==> src/common/fmsp_consts.svh <==
// Opcodes, timing figures and widths of the flash mode and suspend controller
// Overview of operation
// RULE1: Enter-quad code switches all later commands to quad
// RULE2: Exit-quad code framed by select restores single-bit
// RULE3: Exit-quad taken only as two-clock quad cycle
// RULE4: Suspend and resume accepted in both modes
// RULE5: Program and erase suspend flags are visible
// RULE6: Ready 100us after suspend; resume-suspend spacing 400us
// RULE7: Suspend clears write latch; restricted command set
// RULE8: Host frames one suspend cycle with select
// RULE9: Erase suspend sets flag, refuses commands until ready; code still accepts status reads (05h) in FMSP_SWAIT
// RULE10: Program suspend sets flag, refuses commands until ready; code still accepts status reads (05h) in FMSP_SWAIT
// RULE11: Framed resume restarts operation, clears its flag
// RULE12: Quad cycle is two nibbles, high first
// RULE13: Suspended operation never runs longer in total
// RULE14: Suspended: normal, fast, multi-bit reads, status, function
// RULE15: Suspended: identity, unique, discovery, parameter, nop, info
// RULE16: Suspended: reset only right after reset-enable
// RULE17: Sleep entered on select rise after latched code
// RULE18: Asleep only the wake code is recognised
// RULE19: No command accepted during the wake time
// RULE20: Wake code ignored while operation in progress
// RULE21: In-progress bit high while program or erase runs
// RULE22: Write-enable sets latch needed before any write
// RULE23: Suspended: other commands ignored without any effect
`ifndef FMSP_CONSTS_SVH
`define FMSP_CONSTS_SVH

`define FMSP_CLK_NS          10
`define FMSP_SUS_READY_NS    100000
`define FMSP_RSM_GUARD_NS    400000
`define FMSP_SLEEP_ENTRY_NS  3000
`define FMSP_WAKE_NS         5000
`define FMSP_SLEEP_CYC       (`FMSP_SLEEP_ENTRY_NS / `FMSP_CLK_NS)
`define FMSP_WAKE_CYC        ((`FMSP_WAKE_NS + `FMSP_CLK_NS - 1) / `FMSP_CLK_NS)

`define FMSP_SPI_OP_CLKS     8'h08
`define FMSP_QUAD_OP_CLKS    8'h02

`define FMSP_OP_ENTER_QUAD   8'h35
`define FMSP_OP_EXIT_QUAD    8'hf5
`define FMSP_OP_SUSPEND_A    8'h75
`define FMSP_OP_SUSPEND_B    8'hb0
`define FMSP_OP_RESUME_A     8'h7a
`define FMSP_OP_RESUME_B     8'h30
`define FMSP_OP_WRITE_ENABLE_CMD         8'h06
`define FMSP_OP_WRDI         8'h04
`define FMSP_OP_STATUS       8'h05
`define FMSP_OP_FUNC_READ    8'h48
`define FMSP_OP_SLEEP        8'hb9
`define FMSP_OP_WAKE         8'hab
`define FMSP_OP_RST_EN       8'h66
`define FMSP_OP_RST          8'h99
`define FMSP_OP_NOP          8'h00

`endif

==> src/common/fmsp_pkg.sv <==
// Types shared by the flash mode and suspend controller
package fmsp_pkg;
    typedef enum logic [6:0] {
        FMSP_IDLE  = 7'h01,
        FMSP_BUSY  = 7'h02,
        FMSP_SWAIT = 7'h04,
        FMSP_SUSP  = 7'h08,
        FMSP_ENTRY = 7'h10,
        FMSP_SLEEP = 7'h20,
        FMSP_WAKE  = 7'h40
    } fmsp_state_t;

    typedef logic [7:0] fmsp_op_t;
endpackage : fmsp_pkg

==> src/common/fmsp_link_if.sv <==
// Carrier between the serial receiver and the mode controller
`timescale 1ns/1ps
interface fmsp_link_if;
    import fmsp_pkg::*;
    logic     quad;
    fmsp_op_t op;
    logic     op_valid;
    logic     frame_end;
    logic [7:0] clocks;

    modport rx  (input quad, output op, op_valid, frame_end, clocks);
    modport ctl (output quad, input op, op_valid, frame_end, clocks);
endinterface : fmsp_link_if

==> src/verilog/fmsp_rx.sv <==
// Pin synchroniser and opcode shifter for single-bit and quad frames
`timescale 1ns/1ps
`include "fmsp_consts.svh"
module fmsp_rx
    import fmsp_pkg::*;
(
    input wire logic   ref_clk,
    input wire logic   rst,
    input wire logic   sclk_pin,
    input wire logic   cs_n_pin,
    input wire logic [3:0] sio_pin,
    fmsp_link_if.rx    lk
);
    // ****************************************
    // Synchronisers
    // ****************************************
    logic [5:0] meta;
    logic [5:0] sync;
    logic       sclk_d;
    logic       cs_d;
    logic [7:0] shift;
    logic [7:0] cnt;

    always_ff @(posedge ref_clk)
    begin
        if (rst)
        begin
            meta   <= 6'h02;
            sync   <= 6'h02;
            sclk_d <= 1'b0;
            cs_d   <= 1'b1;
        end
        else
        begin
            meta   <= {sio_pin, cs_n_pin, sclk_pin};
            sync   <= meta;
            sclk_d <= sync[0];
            cs_d   <= sync[1];
        end
    end

    // ****************************************
    // Shifter
    // ****************************************
    wire       s_rise  = sync[0] & ~sclk_d & ~sync[1];
    wire       cs_rise = sync[1] & ~cs_d;
    // High nibble arrives first in quad mode
    wire [7:0] next_shift = lk.quad ? {shift[3:0], sync[5:2]}
                                    : {shift[6:0], sync[2]}; // see RULE12
    wire       op_last = lk.quad ? (cnt == 8'h01) : (cnt == 8'h07);

    always_ff @(posedge ref_clk)
    begin
        if (rst)
        begin
            shift        <= 8'h00;
            cnt          <= 8'h00;
            lk.op        <= 8'h00;
            lk.op_valid  <= 1'b0;
            lk.frame_end <= 1'b0;
            lk.clocks    <= 8'h00;
        end
        else
        begin
            lk.op_valid  <= s_rise & op_last;
            lk.frame_end <= cs_rise;
            if (s_rise)
            begin
                shift <= next_shift;
                cnt   <= (cnt == 8'hff) ? cnt : cnt + 8'h01;
            end
            if (s_rise & op_last)
                lk.op <= next_shift;
            if (cs_rise)
                lk.clocks <= cnt;
            if (sync[1])
                cnt <= 8'h00;
        end
    end
endmodule : fmsp_rx

==> src/verilog/fmsp_ctl.sv <==
// Command-mode, suspend/resume and deep sleep control of a serial flash
`timescale 1ns/1ps
`include "fmsp_consts.svh"
module fmsp_ctl
    import fmsp_pkg::*;
#(
    parameter int unsigned SUS_LAT_CYC   = `FMSP_SUS_READY_NS / `FMSP_CLK_NS,
    parameter int unsigned RSM_GUARD_CYC = `FMSP_RSM_GUARD_NS / `FMSP_CLK_NS
)
(
    input  wire logic        ref_clk,
    input  wire logic        rst,
    input  wire logic        sclk_pin,
    input  wire logic        cs_n_pin,
    input  wire logic [3:0]  sio_pin,
    input  wire logic        op_start,
    input  wire logic        op_erase,
    input  wire logic [23:0] op_len,
    output logic             quad_command_mode,
    output logic             write_enable_latch,
    output logic             in_progress_bit,
    output logic             program_suspended_flag,
    output logic             erase_suspended_flag,
    output logic             deep_sleep,
    output logic             op_running,
    output logic             cmd_accept,
    output logic [7:0]       cmd_code,
    output logic             sw_reset
);
    // ****************************************
    // Receiver
    // ****************************************
    fmsp_link_if lk();

    fmsp_rx u_rx (
        .ref_clk  (ref_clk),
        .rst      (rst),
        .sclk_pin (sclk_pin),
        .cs_n_pin (cs_n_pin),
        .sio_pin  (sio_pin),
        .lk       (lk.rx)
    );

    assign lk.quad = quad_command_mode;

    // ****************************************
    // Opcode classes
    // ****************************************
    function automatic logic read_class(input fmsp_op_t op);
        case (op)
            8'h03, 8'h0b, 8'hbb, 8'h3b, 8'heb, 8'h0d, 8'hbd, 8'hed,
            8'h05, 8'h48: read_class = 1'b1;
            8'hab, 8'h9f, 8'h90, 8'haf, 8'h4b, 8'h5a, 8'hc0,
            8'h68: read_class = 1'b1;
            default: read_class = 1'b0;
        endcase
    endfunction : read_class

    fmsp_state_t st;
    fmsp_state_t next_st;
    logic [15:0] tmr;
    logic [15:0] guard;
    logic [23:0] left;
    logic        erase_op;
    logic        rst_armed;

    wire st_idle  = (st == FMSP_IDLE);
    wire st_busy  = (st == FMSP_BUSY);
    wire st_swait = (st == FMSP_SWAIT);
    wire st_susp  = (st == FMSP_SUSP);
    wire st_sleep = (st == FMSP_SLEEP);
    wire st_wake  = (st == FMSP_WAKE);

    // One-byte commands only count when the frame held exactly one opcode
    wire fr_len_ok = quad_command_mode ? (lk.clocks == `FMSP_QUAD_OP_CLKS)
                                       : (lk.clocks == `FMSP_SPI_OP_CLKS);
    wire fr_ok     = lk.frame_end & fr_len_ok;
    wire [7:0] fop = lk.op;

    wire is_susp   = (fop == `FMSP_OP_SUSPEND_A) | (fop == `FMSP_OP_SUSPEND_B);
    wire is_resume = (fop == `FMSP_OP_RESUME_A) | (fop == `FMSP_OP_RESUME_B);

    wire f_quad_on  = fr_ok & st_idle & ~quad_command_mode
                    & (fop == `FMSP_OP_ENTER_QUAD); // see RULE1
    wire f_quad_off = fr_ok & st_idle & quad_command_mode
                    & (fop == `FMSP_OP_EXIT_QUAD); // see RULE2 see RULE3
    wire f_write_enable_cmd     = fr_ok & st_idle & (fop == `FMSP_OP_WRITE_ENABLE_CMD); // see RULE22
    wire f_wrdi     = fr_ok & st_idle & (fop == `FMSP_OP_WRDI);
    wire f_sleep    = fr_ok & st_idle & (fop == `FMSP_OP_SLEEP); // see RULE17
    // A running program or erase must not be disturbed by the wake code
    wire f_wake     = fr_ok & st_sleep & (fop == `FMSP_OP_WAKE); // see RULE18 see RULE20
    wire guard_ok   = (guard == 16'h0000);
    wire f_susp     = fr_ok & st_busy & ~op_fin & is_susp & guard_ok; // see RULE4 see RULE6
    wire f_resume   = fr_ok & st_susp & is_resume; // see RULE4 see RULE11
    wire f_rst_en   = fr_ok & (st_idle | st_susp) & (fop == `FMSP_OP_RST_EN);
    wire f_rst      = fr_ok & (st_idle | st_susp) & rst_armed
                    & (fop == `FMSP_OP_RST); // see RULE16
    wire f_nop      = fr_ok & (st_idle | st_susp) & (fop == `FMSP_OP_NOP);

    // Reads start on the opcode itself; status stays open while busy
    wire rd_ok = lk.op_valid & ((st_idle | st_susp) & read_class(fop)
               | (st_busy | st_swait) & (fop == `FMSP_OP_STATUS)); // see RULE14 see RULE15

    wire start_ok = op_start & st_idle & write_enable_latch; // see RULE22
    wire op_fin   = st_busy & (left <= 24'h000001);
    wire tmr_done = (tmr == 16'h0000);

    // Anything outside the accepted set falls through with no effect
    wire acc_now = rd_ok | f_quad_on | f_quad_off | f_write_enable_cmd | f_wrdi | f_sleep
                 | f_wake | f_susp | f_resume | f_rst_en | f_rst | f_nop; // see RULE23

    // ****************************************
    // Sequencer
    // ****************************************
    always_comb
    begin
        next_st = st;
        case (st)
            FMSP_IDLE:
                if (start_ok)
                    next_st = FMSP_BUSY;
                else if (f_sleep)
                    next_st = FMSP_ENTRY;
            FMSP_BUSY:
                if (op_fin)
                    next_st = FMSP_IDLE;
                else if (f_susp)
                    next_st = FMSP_SWAIT; // see RULE9 see RULE10
            FMSP_SWAIT:
                if (tmr_done)
                    next_st = FMSP_SUSP; // see RULE6
            FMSP_SUSP:
                if (f_resume)
                    next_st = FMSP_BUSY;
            FMSP_ENTRY:
                if (tmr_done)
                    next_st = FMSP_SLEEP; // see RULE17
            FMSP_SLEEP:
                if (f_wake)
                    next_st = FMSP_WAKE;
            FMSP_WAKE:
                if (tmr_done)
                    next_st = FMSP_IDLE; // see RULE19
            default:
                next_st = FMSP_IDLE;
        endcase
    end

    wire [15:0] sus_load   = 16'(SUS_LAT_CYC - 1);
    wire [15:0] sleep_load = 16'(`FMSP_SLEEP_CYC - 1);
    wire [15:0] wake_load  = 16'(`FMSP_WAKE_CYC - 1);
    wire [15:0] tmr_load   = (next_st == FMSP_SWAIT) ? sus_load
                           : (next_st == FMSP_ENTRY) ? sleep_load : wake_load;
    wire        st_change  = (next_st != st);

    always_ff @(posedge ref_clk)
    begin
        if (rst)
            st <= FMSP_IDLE;
        else
            st <= next_st;
    end

    always_ff @(posedge ref_clk)
    begin
        if (rst)
            tmr <= 16'h0000;
        else if (st_change)
            tmr <= tmr_load;
        else if (~tmr_done)
            tmr <= tmr - 16'h0001;
    end

    always_ff @(posedge ref_clk)
    begin
        if (rst)
            guard <= 16'h0000;
        else if (f_resume)
            guard <= 16'(RSM_GUARD_CYC - 1);
        else if (~guard_ok)
            guard <= guard - 16'h0001;
    end

    // Remaining time only runs while busy, so suspension never adds to it
    always_ff @(posedge ref_clk)
    begin
        if (rst)
        begin
            left     <= 24'h000000;
            erase_op <= 1'b0;
        end
        else if (start_ok)
        begin
            left     <= op_len;
            erase_op <= op_erase;
        end
        else if (st_busy & ~op_fin)
            left <= left - 24'h000001; // see RULE13
    end

    // ****************************************
    // Flags and outputs
    // ****************************************
    always_ff @(posedge ref_clk)
    begin
        if (rst)
            quad_command_mode <= 1'b0;
        else if (f_quad_on)
            quad_command_mode <= 1'b1; // see RULE1
        else if (f_quad_off)
            quad_command_mode <= 1'b0; // see RULE2
    end

    always_ff @(posedge ref_clk)
    begin
        if (rst | op_fin | f_wrdi | f_susp | f_rst)
            write_enable_latch <= 1'b0; // see RULE7
        else if (f_write_enable_cmd)
            write_enable_latch <= 1'b1; // see RULE22
    end

    always_ff @(posedge ref_clk)
    begin
        if (rst)
        begin
            program_suspended_flag <= 1'b0;
            erase_suspended_flag   <= 1'b0;
        end
        else if (f_susp)
        begin
            program_suspended_flag <= ~erase_op; // see RULE5 see RULE10
            erase_suspended_flag   <= erase_op; // see RULE5 see RULE9
        end
        else if (f_resume)
        begin
            program_suspended_flag <= 1'b0; // see RULE11
            erase_suspended_flag   <= 1'b0;
        end
    end

    always_ff @(posedge ref_clk)
    begin
        if (rst)
            rst_armed <= 1'b0;
        else if (lk.frame_end)
            rst_armed <= f_rst_en;
    end

    always_ff @(posedge ref_clk)
    begin
        if (rst)
        begin
            in_progress_bit <= 1'b0;
            deep_sleep      <= 1'b0;
            op_running      <= 1'b0;
            cmd_accept      <= 1'b0;
            cmd_code        <= 8'h00;
            sw_reset        <= 1'b0;
        end
        else
        begin
            in_progress_bit <= (next_st == FMSP_BUSY) | (next_st == FMSP_SWAIT); // see RULE21
            deep_sleep      <= (next_st == FMSP_SLEEP) | (next_st == FMSP_WAKE);
            op_running      <= (next_st == FMSP_BUSY);
            cmd_accept      <= acc_now;
            cmd_code        <= acc_now ? fop : cmd_code;
            sw_reset        <= f_rst;
        end
    end

    // ****************************************
    // Assertions
    // ****************************************
    property p_quad_enter;
        @(posedge ref_clk) disable iff (rst)
        $rose(quad_command_mode) |-> $past(fop) == `FMSP_OP_ENTER_QUAD;
    endproperty
    a_quad_enter: assert property (p_quad_enter) else $error("quad entered without code"); // see RULE1

    property p_quad_exit;
        @(posedge ref_clk) disable iff (rst)
        $fell(quad_command_mode) |-> $past(lk.clocks) == `FMSP_QUAD_OP_CLKS
                                     && $past(fop) == `FMSP_OP_EXIT_QUAD;
    endproperty
    a_quad_exit: assert property (p_quad_exit) else $error("quad left wrongly"); // see RULE3

    property p_susp_wel;
        @(posedge ref_clk) disable iff (rst)
        f_susp |=> !write_enable_latch && (program_suspended_flag ^ erase_suspended_flag)
                   && in_progress_bit && st_swait;
    endproperty
    a_susp_wel: assert property (p_susp_wel) else $error("suspend left latch set"); // see RULE7

    logic [15:0] sus_age;
    always_ff @(posedge ref_clk)
        sus_age <= (rst | ~st_swait) ? 16'h0000 : sus_age + 16'h0001;

    property p_susp_ready;
        @(posedge ref_clk) disable iff (rst)
        (st_swait && sus_age == 16'(SUS_LAT_CYC - 1)) |=> st_susp && !in_progress_bit;
    endproperty
    a_susp_ready: assert property (p_susp_ready) else $error("suspend latency wrong"); // see RULE6

    property p_resume;
        @(posedge ref_clk) disable iff (rst)
        f_resume |=> !program_suspended_flag && !erase_suspended_flag && op_running;
    endproperty
    a_resume: assert property (p_resume) else $error("resume flag not cleared"); // see RULE11

    property p_hold_left;
        @(posedge ref_clk) disable iff (rst)
        st_susp |=> $stable(left);
    endproperty
    a_hold_left: assert property (p_hold_left) else $error("time ran while suspended"); // see RULE13

    property p_sleep_quiet;
        @(posedge ref_clk) disable iff (rst)
        (st_sleep && !f_wake) |=> !cmd_accept && (st_sleep || st_wake);
    endproperty
    a_sleep_quiet: assert property (p_sleep_quiet) else $error("command taken asleep"); // see RULE18

    property p_wake_quiet;
        @(posedge ref_clk) disable iff (rst)
        st_wake |=> !cmd_accept;
    endproperty
    a_wake_quiet: assert property (p_wake_quiet) else $error("command during wake"); // see RULE19

    property p_wip;
        @(posedge ref_clk) disable iff (rst)
        start_ok |=> in_progress_bit && op_running;
    endproperty
    a_wip: assert property (p_wip) else $error("progress bit not set"); // see RULE21

    property p_susp_ignore;
        @(posedge ref_clk) disable iff (rst)
        (st_susp && fr_ok && !is_resume && fop != `FMSP_OP_RST_EN && fop != `FMSP_OP_RST
         && fop != `FMSP_OP_NOP) |=> $stable(write_enable_latch) && st_susp;
    endproperty
    a_susp_ignore: assert property (p_susp_ignore) else $error("suspended state disturbed"); // see RULE23

    c_erase_susp: cover property (@(posedge ref_clk) disable iff (rst) f_susp && erase_op);
    c_prog_resume: cover property (@(posedge ref_clk) disable iff (rst) f_resume && !erase_op);
    c_wake: cover property (@(posedge ref_clk) disable iff (rst) st_wake ##1 st_idle);
    c_quad_exit: cover property (@(posedge ref_clk) disable iff (rst) f_quad_off);
endmodule : fmsp_ctl

==> config.mk <==
export PLATFORM = sky130hd
export DESIGN_NAME = fmsp_ctl
export DESIGN_NICKNAME = d
export VERILOG_FILES = /design/src/common/fmsp_pkg.sv /design/src/common/fmsp_link_if.sv /design/src/verilog/fmsp_rx.sv /design/src/verilog/fmsp_ctl.sv
export VERILOG_INCLUDE_DIRS = /design/src /design/src/common
export SDC_FILE = /design/constraint.sdc
export NUM_CORES = 1
export LEC_CHECK = 0
export ABC_AREA = 1
export CAP_MARGIN = 20
export CORE_ASPECT_RATIO = 1.75
export CORE_MARGIN = 2
export CORE_UTILIZATION = 45
export DETAILED_ROUTE_END_ITERATION = 8
export DONT_BUFFER_PORTS = 1
export HOLD_SLACK_MARGIN = 0.1
export SYNTH_ARGS = -nofsm -noshare
export SYNTH_HDL_FRONTEND = slang
export SYNTH_HIERARCHICAL = 1
export SYNTH_SLANG_ARGS = --single-unit
==> constraint.sdc <==
create_clock -name ref_clk -period 5.8 [get_ports ref_clk]
set_clock_uncertainty 0.2 [all_clocks]
set_input_delay 0.87 -clock ref_clk [delete_from_list [all_inputs] [get_ports ref_clk]]
set_output_delay 0.87 -clock ref_clk [all_outputs]
set_load 0.02 [all_outputs]
# Word-level counts from Yosys, hierarchy flattened
# Cells that the tools add are included.
dict set report classes {
  n_mux 27
  order_cmp 1
  add_sub_neg 4
  reduce_logical 10
  eq_ne 49
  bitwise_logic 62
}
# op n
set ops {}
lappend ops {{$eq 8x8->1 const B} 14}
lappend ops {{$mux 16} 4}
lappend ops {{$mux 7} 9}
lappend ops {{$eq 8x7->1 const B} 7}
lappend ops {{$pmux 7 s7} 1}
lappend ops {{$mux 24} 2}
lappend ops {{$and 1x1->1} 33}
lappend ops {{$eq 8x3->1 const B} 4}
lappend ops {{$logic_not 16->1} 2}
lappend ops {{$sub 16x1->16 const B} 2}
lappend ops {{$eq 8x4->1 const B} 3}
lappend ops {{$eq 8x6->1 const B} 3}
lappend ops {{$le 24x1->1 const B} 1}
lappend ops {{$sub 24x1->24 const B} 1}
lappend ops {{$or 1x1->1} 22}
lappend ops {{$reduce_or 18->1} 1}
lappend ops {{$eq 8x2->1 const B} 2}
lappend ops {{$mux 8} 2}
lappend ops {{$eq 7x2->1 const B} 2}
lappend ops {{$eq 7x3->1 const B} 2}
lappend ops {{$eq 7x5->1 const B} 2}
lappend ops {{$eq 7x6->1 const B} 2}
lappend ops {{$eq 7x7->1 const B} 2}
lappend ops {{$mux 14} 1}
lappend ops {{other kinds (12)} 29}
dict set report totals {
  output_inout_bits 17
  regBits 129
  word_cells 180
  input_bits 34
}

# Logic depth before layout (Yosys ltp)
dict set report logic_depth {
  word_depth 17
  mapped_depth 17
  ltp_nobuf 17
}

# Modules after synthesis
# The synthesis kept the hierarchy.
# mod cells_per_inst n_inst area_per_inst_um2
set by_module_without_submodules {}
lappend by_module_without_submodules {fmsp_ctl 844 1 5421.4}
lappend by_module_without_submodules {fmsp_rx 251 1 1928.1}

# Least setup slack after synthesis
# No wires, ideal clock.
dict set report synth_timing {
  path_type {in2reg}
  start {in op_start}
  end {reg left[7]}
  setup_slack_ps 3486
  arrival_time_ps 1982
  setup_ps 132
  stages 9
  path_buffers 1
  t_required_ps 5468
  path_cell_list {nand2_1 inv_1 nand3_1 buf_2 clkinv_1 nor2_1 inv_2 a22oi_1 a21oi_1}
}
dict set report synth_via {
  elab_chain_cells 3
  word_cells_on_any_way 4
  classes_between {1 x mux; 2 x bitwise; 1 x reduce/logical}
}
# element line_no
set synth_lines {}
lappend synth_lines {{from (decl)} fmsp_ctl.sv:16} ;# input wire logic op_start,
lappend synth_lines {{$and 1x1->1 (*) (2 in a row)} fmsp_ctl.sv:104} ;# wire start_ok = op_start & st_idle & write_enable_latch;
lappend synth_lines {{$mux 24 or $reduce_bool 2->1 (tied branches)} --}
lappend synth_lines {{to (signal assigned)} fmsp_ctl.sv:194} ;# left <= op_len;
lappend synth_lines {{to (signal assigned)} fmsp_ctl.sv:198} ;# left <= left - 24'h000001;
lappend synth_lines {{to (decl)} fmsp_ctl.sv:63} ;# logic [23:0] left;
# Mark *: on every way between the ends. The rest lies on a longest branch, timed or not.
# A chain may end at the register's enable or synchronous reset.

# Worst setup path after layout
dict set report layout_timing {
  start {reg st[2]}
  end {reg left[17]}
}
dict set report layout_via {
  elab_chain_cells 5
  word_cells_on_any_way 9
  classes_between {2 x eq/ne; 1 x mux; 5 x bitwise; 1 x reduce/logical}
}
# element line_no
set layout_lines {}
lappend layout_lines {{from (decl)} fmsp_ctl.sv:59} ;# fmsp_state_t st;
lappend layout_lines {{from (signal assigned)} fmsp_ctl.sv:161} ;# st <= next_st;
lappend layout_lines {{$eq 7x2->1} fmsp_ctl.sv:68} ;# wire st_busy = (st == FMSP_BUSY);
lappend layout_lines {{$and 1x1->1} fmsp_ctl.sv:105} ;# wire op_fin = st_busy & (left <= 24'h000001);
lappend layout_lines {{$not 1->1} fmsp_ctl.sv:197} ;# else if (st_busy & ~op_fin)
lappend layout_lines {{$and 1x1->1} fmsp_ctl.sv:197}
lappend layout_lines {{$reduce_bool 2->1 (no source line)} --}
# Parallel ways exist; a longest one is shown, timed or not.

==> results_dict.tcl <==
set metrics [dict create \
    comb_power_share 0.258 \
    reg2reg_depth 11 \
    setup_viol_count_final 0 \
    met1_usage 0.241 \
    clk_pin_slew_ns 0.06 \
    fin_cells 1295 \
    postLayoutCoreUtil 0.503 \
    final_cell_area_mm2 0.00802 \
    gp_congestion 0.879 \
    syn_to_final_growth_pct 9.07 \
    switchingPower_uw 927 \
    clk_latency_ns 0.42 \
    place_inst 1261 \
    grt_usage 0.227 \
    relSlewSlack 0.417 \
    place_area_mm2 0.00748 \
    grt_pass1_wl_mm 31.6 \
    syn-num-nets 1134 \
    core_mm2 0.0160 \
    cts_resized 0 \
    startpoint "st[2]$_SDFF_PP0_" \
    drv_cap 0 \
    route.detailed.drc 0 \
    die_area_mm2 0.0174 \
    num_io_pins 51 \
    min_from "u_rx/meta[2]$_SDFF_PP0_" \
    syn_avg_cell_area_um2 6.71 \
    top_usage_layer "met2" \
    finalWorstSetupSlack_ns 2.55 \
    multi_input_area_mm2 0.00408 \
    ys_ff_latch 129 \
    drt_iter0_markers 278 \
    ys_seq_area_frac 0.351 \
    final_cell_mix "nand2_1, nor2_1, inv_1" \
    r2r-end "left[17]$_SDFFE_PP0P_" \
    clockPowerShare 0.357 \
    p_leak_nw 3.64 \
    grt_max_degree 71 \
    cp.required_ns 5.89 \
    peakVddDrop_mv 0.182 \
    vias 6849 \
    first_pass_iters 6 \
    yosysWarnings 6 \
    nets 1130 \
    routedWlPerCell_um 14.7 \
    status "finished, final reports clean" \
    cts-buffers-inserted 17 \
    postCtsSetupBuffers 0 \
    internal-power_mw 1.79 \
    row_count 61 \
    cts_buffer_depth 2 \
    wirelength_mm 19.0 \
    viasPerCell 5.29 \
    layout-drive-gt1-share 0.120 \
    seqCellArea_mm2 0.00258 \
    grt_pass1_vias 6612 \
    final_common_cell "nand2_1" \
    port_buffers 0 \
    dpl.hpwl_mm 14.3 \
    initial_core_util 0.461 \
    min_period_ns 3.25 \
    power.density_mw_per_mm2 339 \
    worstSetupEndpointType "register" \
    p_seq_frac 0.384 \
    syn_area_mm2 0.00735 \
    h-tree-depth 4 \
    antenna_found_initial 2 \
    synth.distinct_cells 55 \
    synth_edf_count 0 \
    worst_setup_path_start_kind "register" \
    synthFlopType "dfxtp_1" \
    use_met3 0.0307 \
    gr-usage-met2 0.420 \
    hold_buffers 0 \
    worstReg2RegStart "st[2]$_SDFF_PP0_" \
    finalHoldWorstSlack_ns 0.203 \
    yosysTopAreaCell "dfxtp_1" \
    pre_cts_slack_ns 2.53 \
    drv_slew 0 \
    synthDominantCellAreaShare 0.351 \
    fin_crit_sh 0.560 \
    p_sw_frac 0.341 \
    root_buffer "clkbuf_16" \
    dieWidth_um 101 \
    min_to "u_rx/sync[2]$_SDFF_PP0_" \
    grt_overflow_total 0 \
    die_h_um 173 \
    hp-class "register to register" \
    ant_nets 0 \
    total_power_mw 2.72 \
    synth_area_leaders "dfxtp_1, nand2_1, nor2_1, inv_1, nand3_1" \
    synth_cells 1095 \
    max_freq_mhz 308 \
    fillers 1658 \
    critPathMaxFanout 16 \
    r2r_setup_slack_ns 2.55 \
    tns_ns 0 \
    path_class "register to register" \
    cts_tree "built" \
    finalHoldViolCount 0 \
    worstMarginPinSlew_ns 0.872 \
    rsz0062_at_grt "no" \
    async_flop_share 0 \
    arrival_ns 3.34 \
    clock_sink_count 129 \
    min_path_cells 2 \
]
-- cell type report --
cell class / instances / share of cell area
multi-input cells: 790 / 0.509
flip-flops and latches: 129 / 0.322
inverters: 152 / 0.0718
clock buffers: 19 / 0.0553
well taps: 189 / 0.0295
clock inverters: 13 / 0.0111
repair buffers: 1 / 0.000936
diodes: 2 / 0.000624
-- worst max path at each step --
| stage | endpoint | slack [ns] | depth (start not counted) |
|---|---|---|---|
| 2_1_floorplan | left[7]$_SDFFE_PP0P_ | 3.49 | 9 |
| 4_1_cts | left[17]$_SDFFE_PP0P_ | 2.52 | 11 |
| 3_3_place_gp | left[17]$_SDFFE_PP0P_ | 2.48 | 6 |
| 3_5_place_dp | left[17]$_SDFFE_PP0P_ | 2.53 | 6 |
| 5_1_grt | left[17]$_SDFFE_PP0P_ | 2.26 | 11 |
| 6_report | left[17]$_SDFFE_PP0P_ | 2.55 | 11 |
-- state kept, by name, indices dropped and copies added, names as in the netlist, 6 cells and up --
signal,count
u_rx/lk.clocks,8
u_rx/lk.op,8
cmd_code,8
guard,16
u_rx/meta,6
u_rx/sync,6
u_rx/shift,7
tmr,16
u_rx/cnt,8
st,7
left,24
-- critical path, cell delays in order (launching register included) --
cell,delay [ns]
dfxtp_1,0.40
inv_1,0.10
nand2_1,0.07
nor2_1,0.06
nand2_2,0.12
inv_2,0.10
nand3_1,0.46
inv_1,0.25
nor2_1,0.73
inv_1,0.30
o211ai_1,0.22
a21oi_1,0.10
-- Yosys cell counts (all sizes together) (2+ instances only) --
cell type  instances
xor2              21
a31oi             18
dfxtp            129
ha                 5
clkbuf            14
o31ai              2
o211ai            16
o21ai             54
buf               10
a211oi             2
clkinv             2
or2                4
xnor2              9
a21oi             60
nor4               7
a21boi             2
nand3             79
nand2            239
nand4             22
nor3              30
inv              150
nor2             207
-- routing by layer --
metal	routed length, um	up-vias
li1	-	3545
met1	7350	3110
met2	10300	150
met3	654	44
met4	713	0
met5	0	-
-- cell families after synthesis --
kind of cell | synth area share
AND/OR/NAND/NOR | 0.381
XOR/XNOR | 0.0358
buffers and inverters | 0.0938
adder cells (fa/ha/maj) | 0.00851
flip-flops | 0.351
AO/OA/AOI/OAI | 0.129
-- power by group through the flow --
stage	Combinational, mW	Clock, mW	Sequential [mW]
after CTS	0.708	0.993	1.04
after floorplan	0.587	0	1.04
final	0.702	0.970	1.04
after global placement	0.698	0	1.06
after global routing	0.817	1.03	1.06
after detailed placement	0.701	0	1.06
No activity file was read; power rests on OpenSTA's default activity.
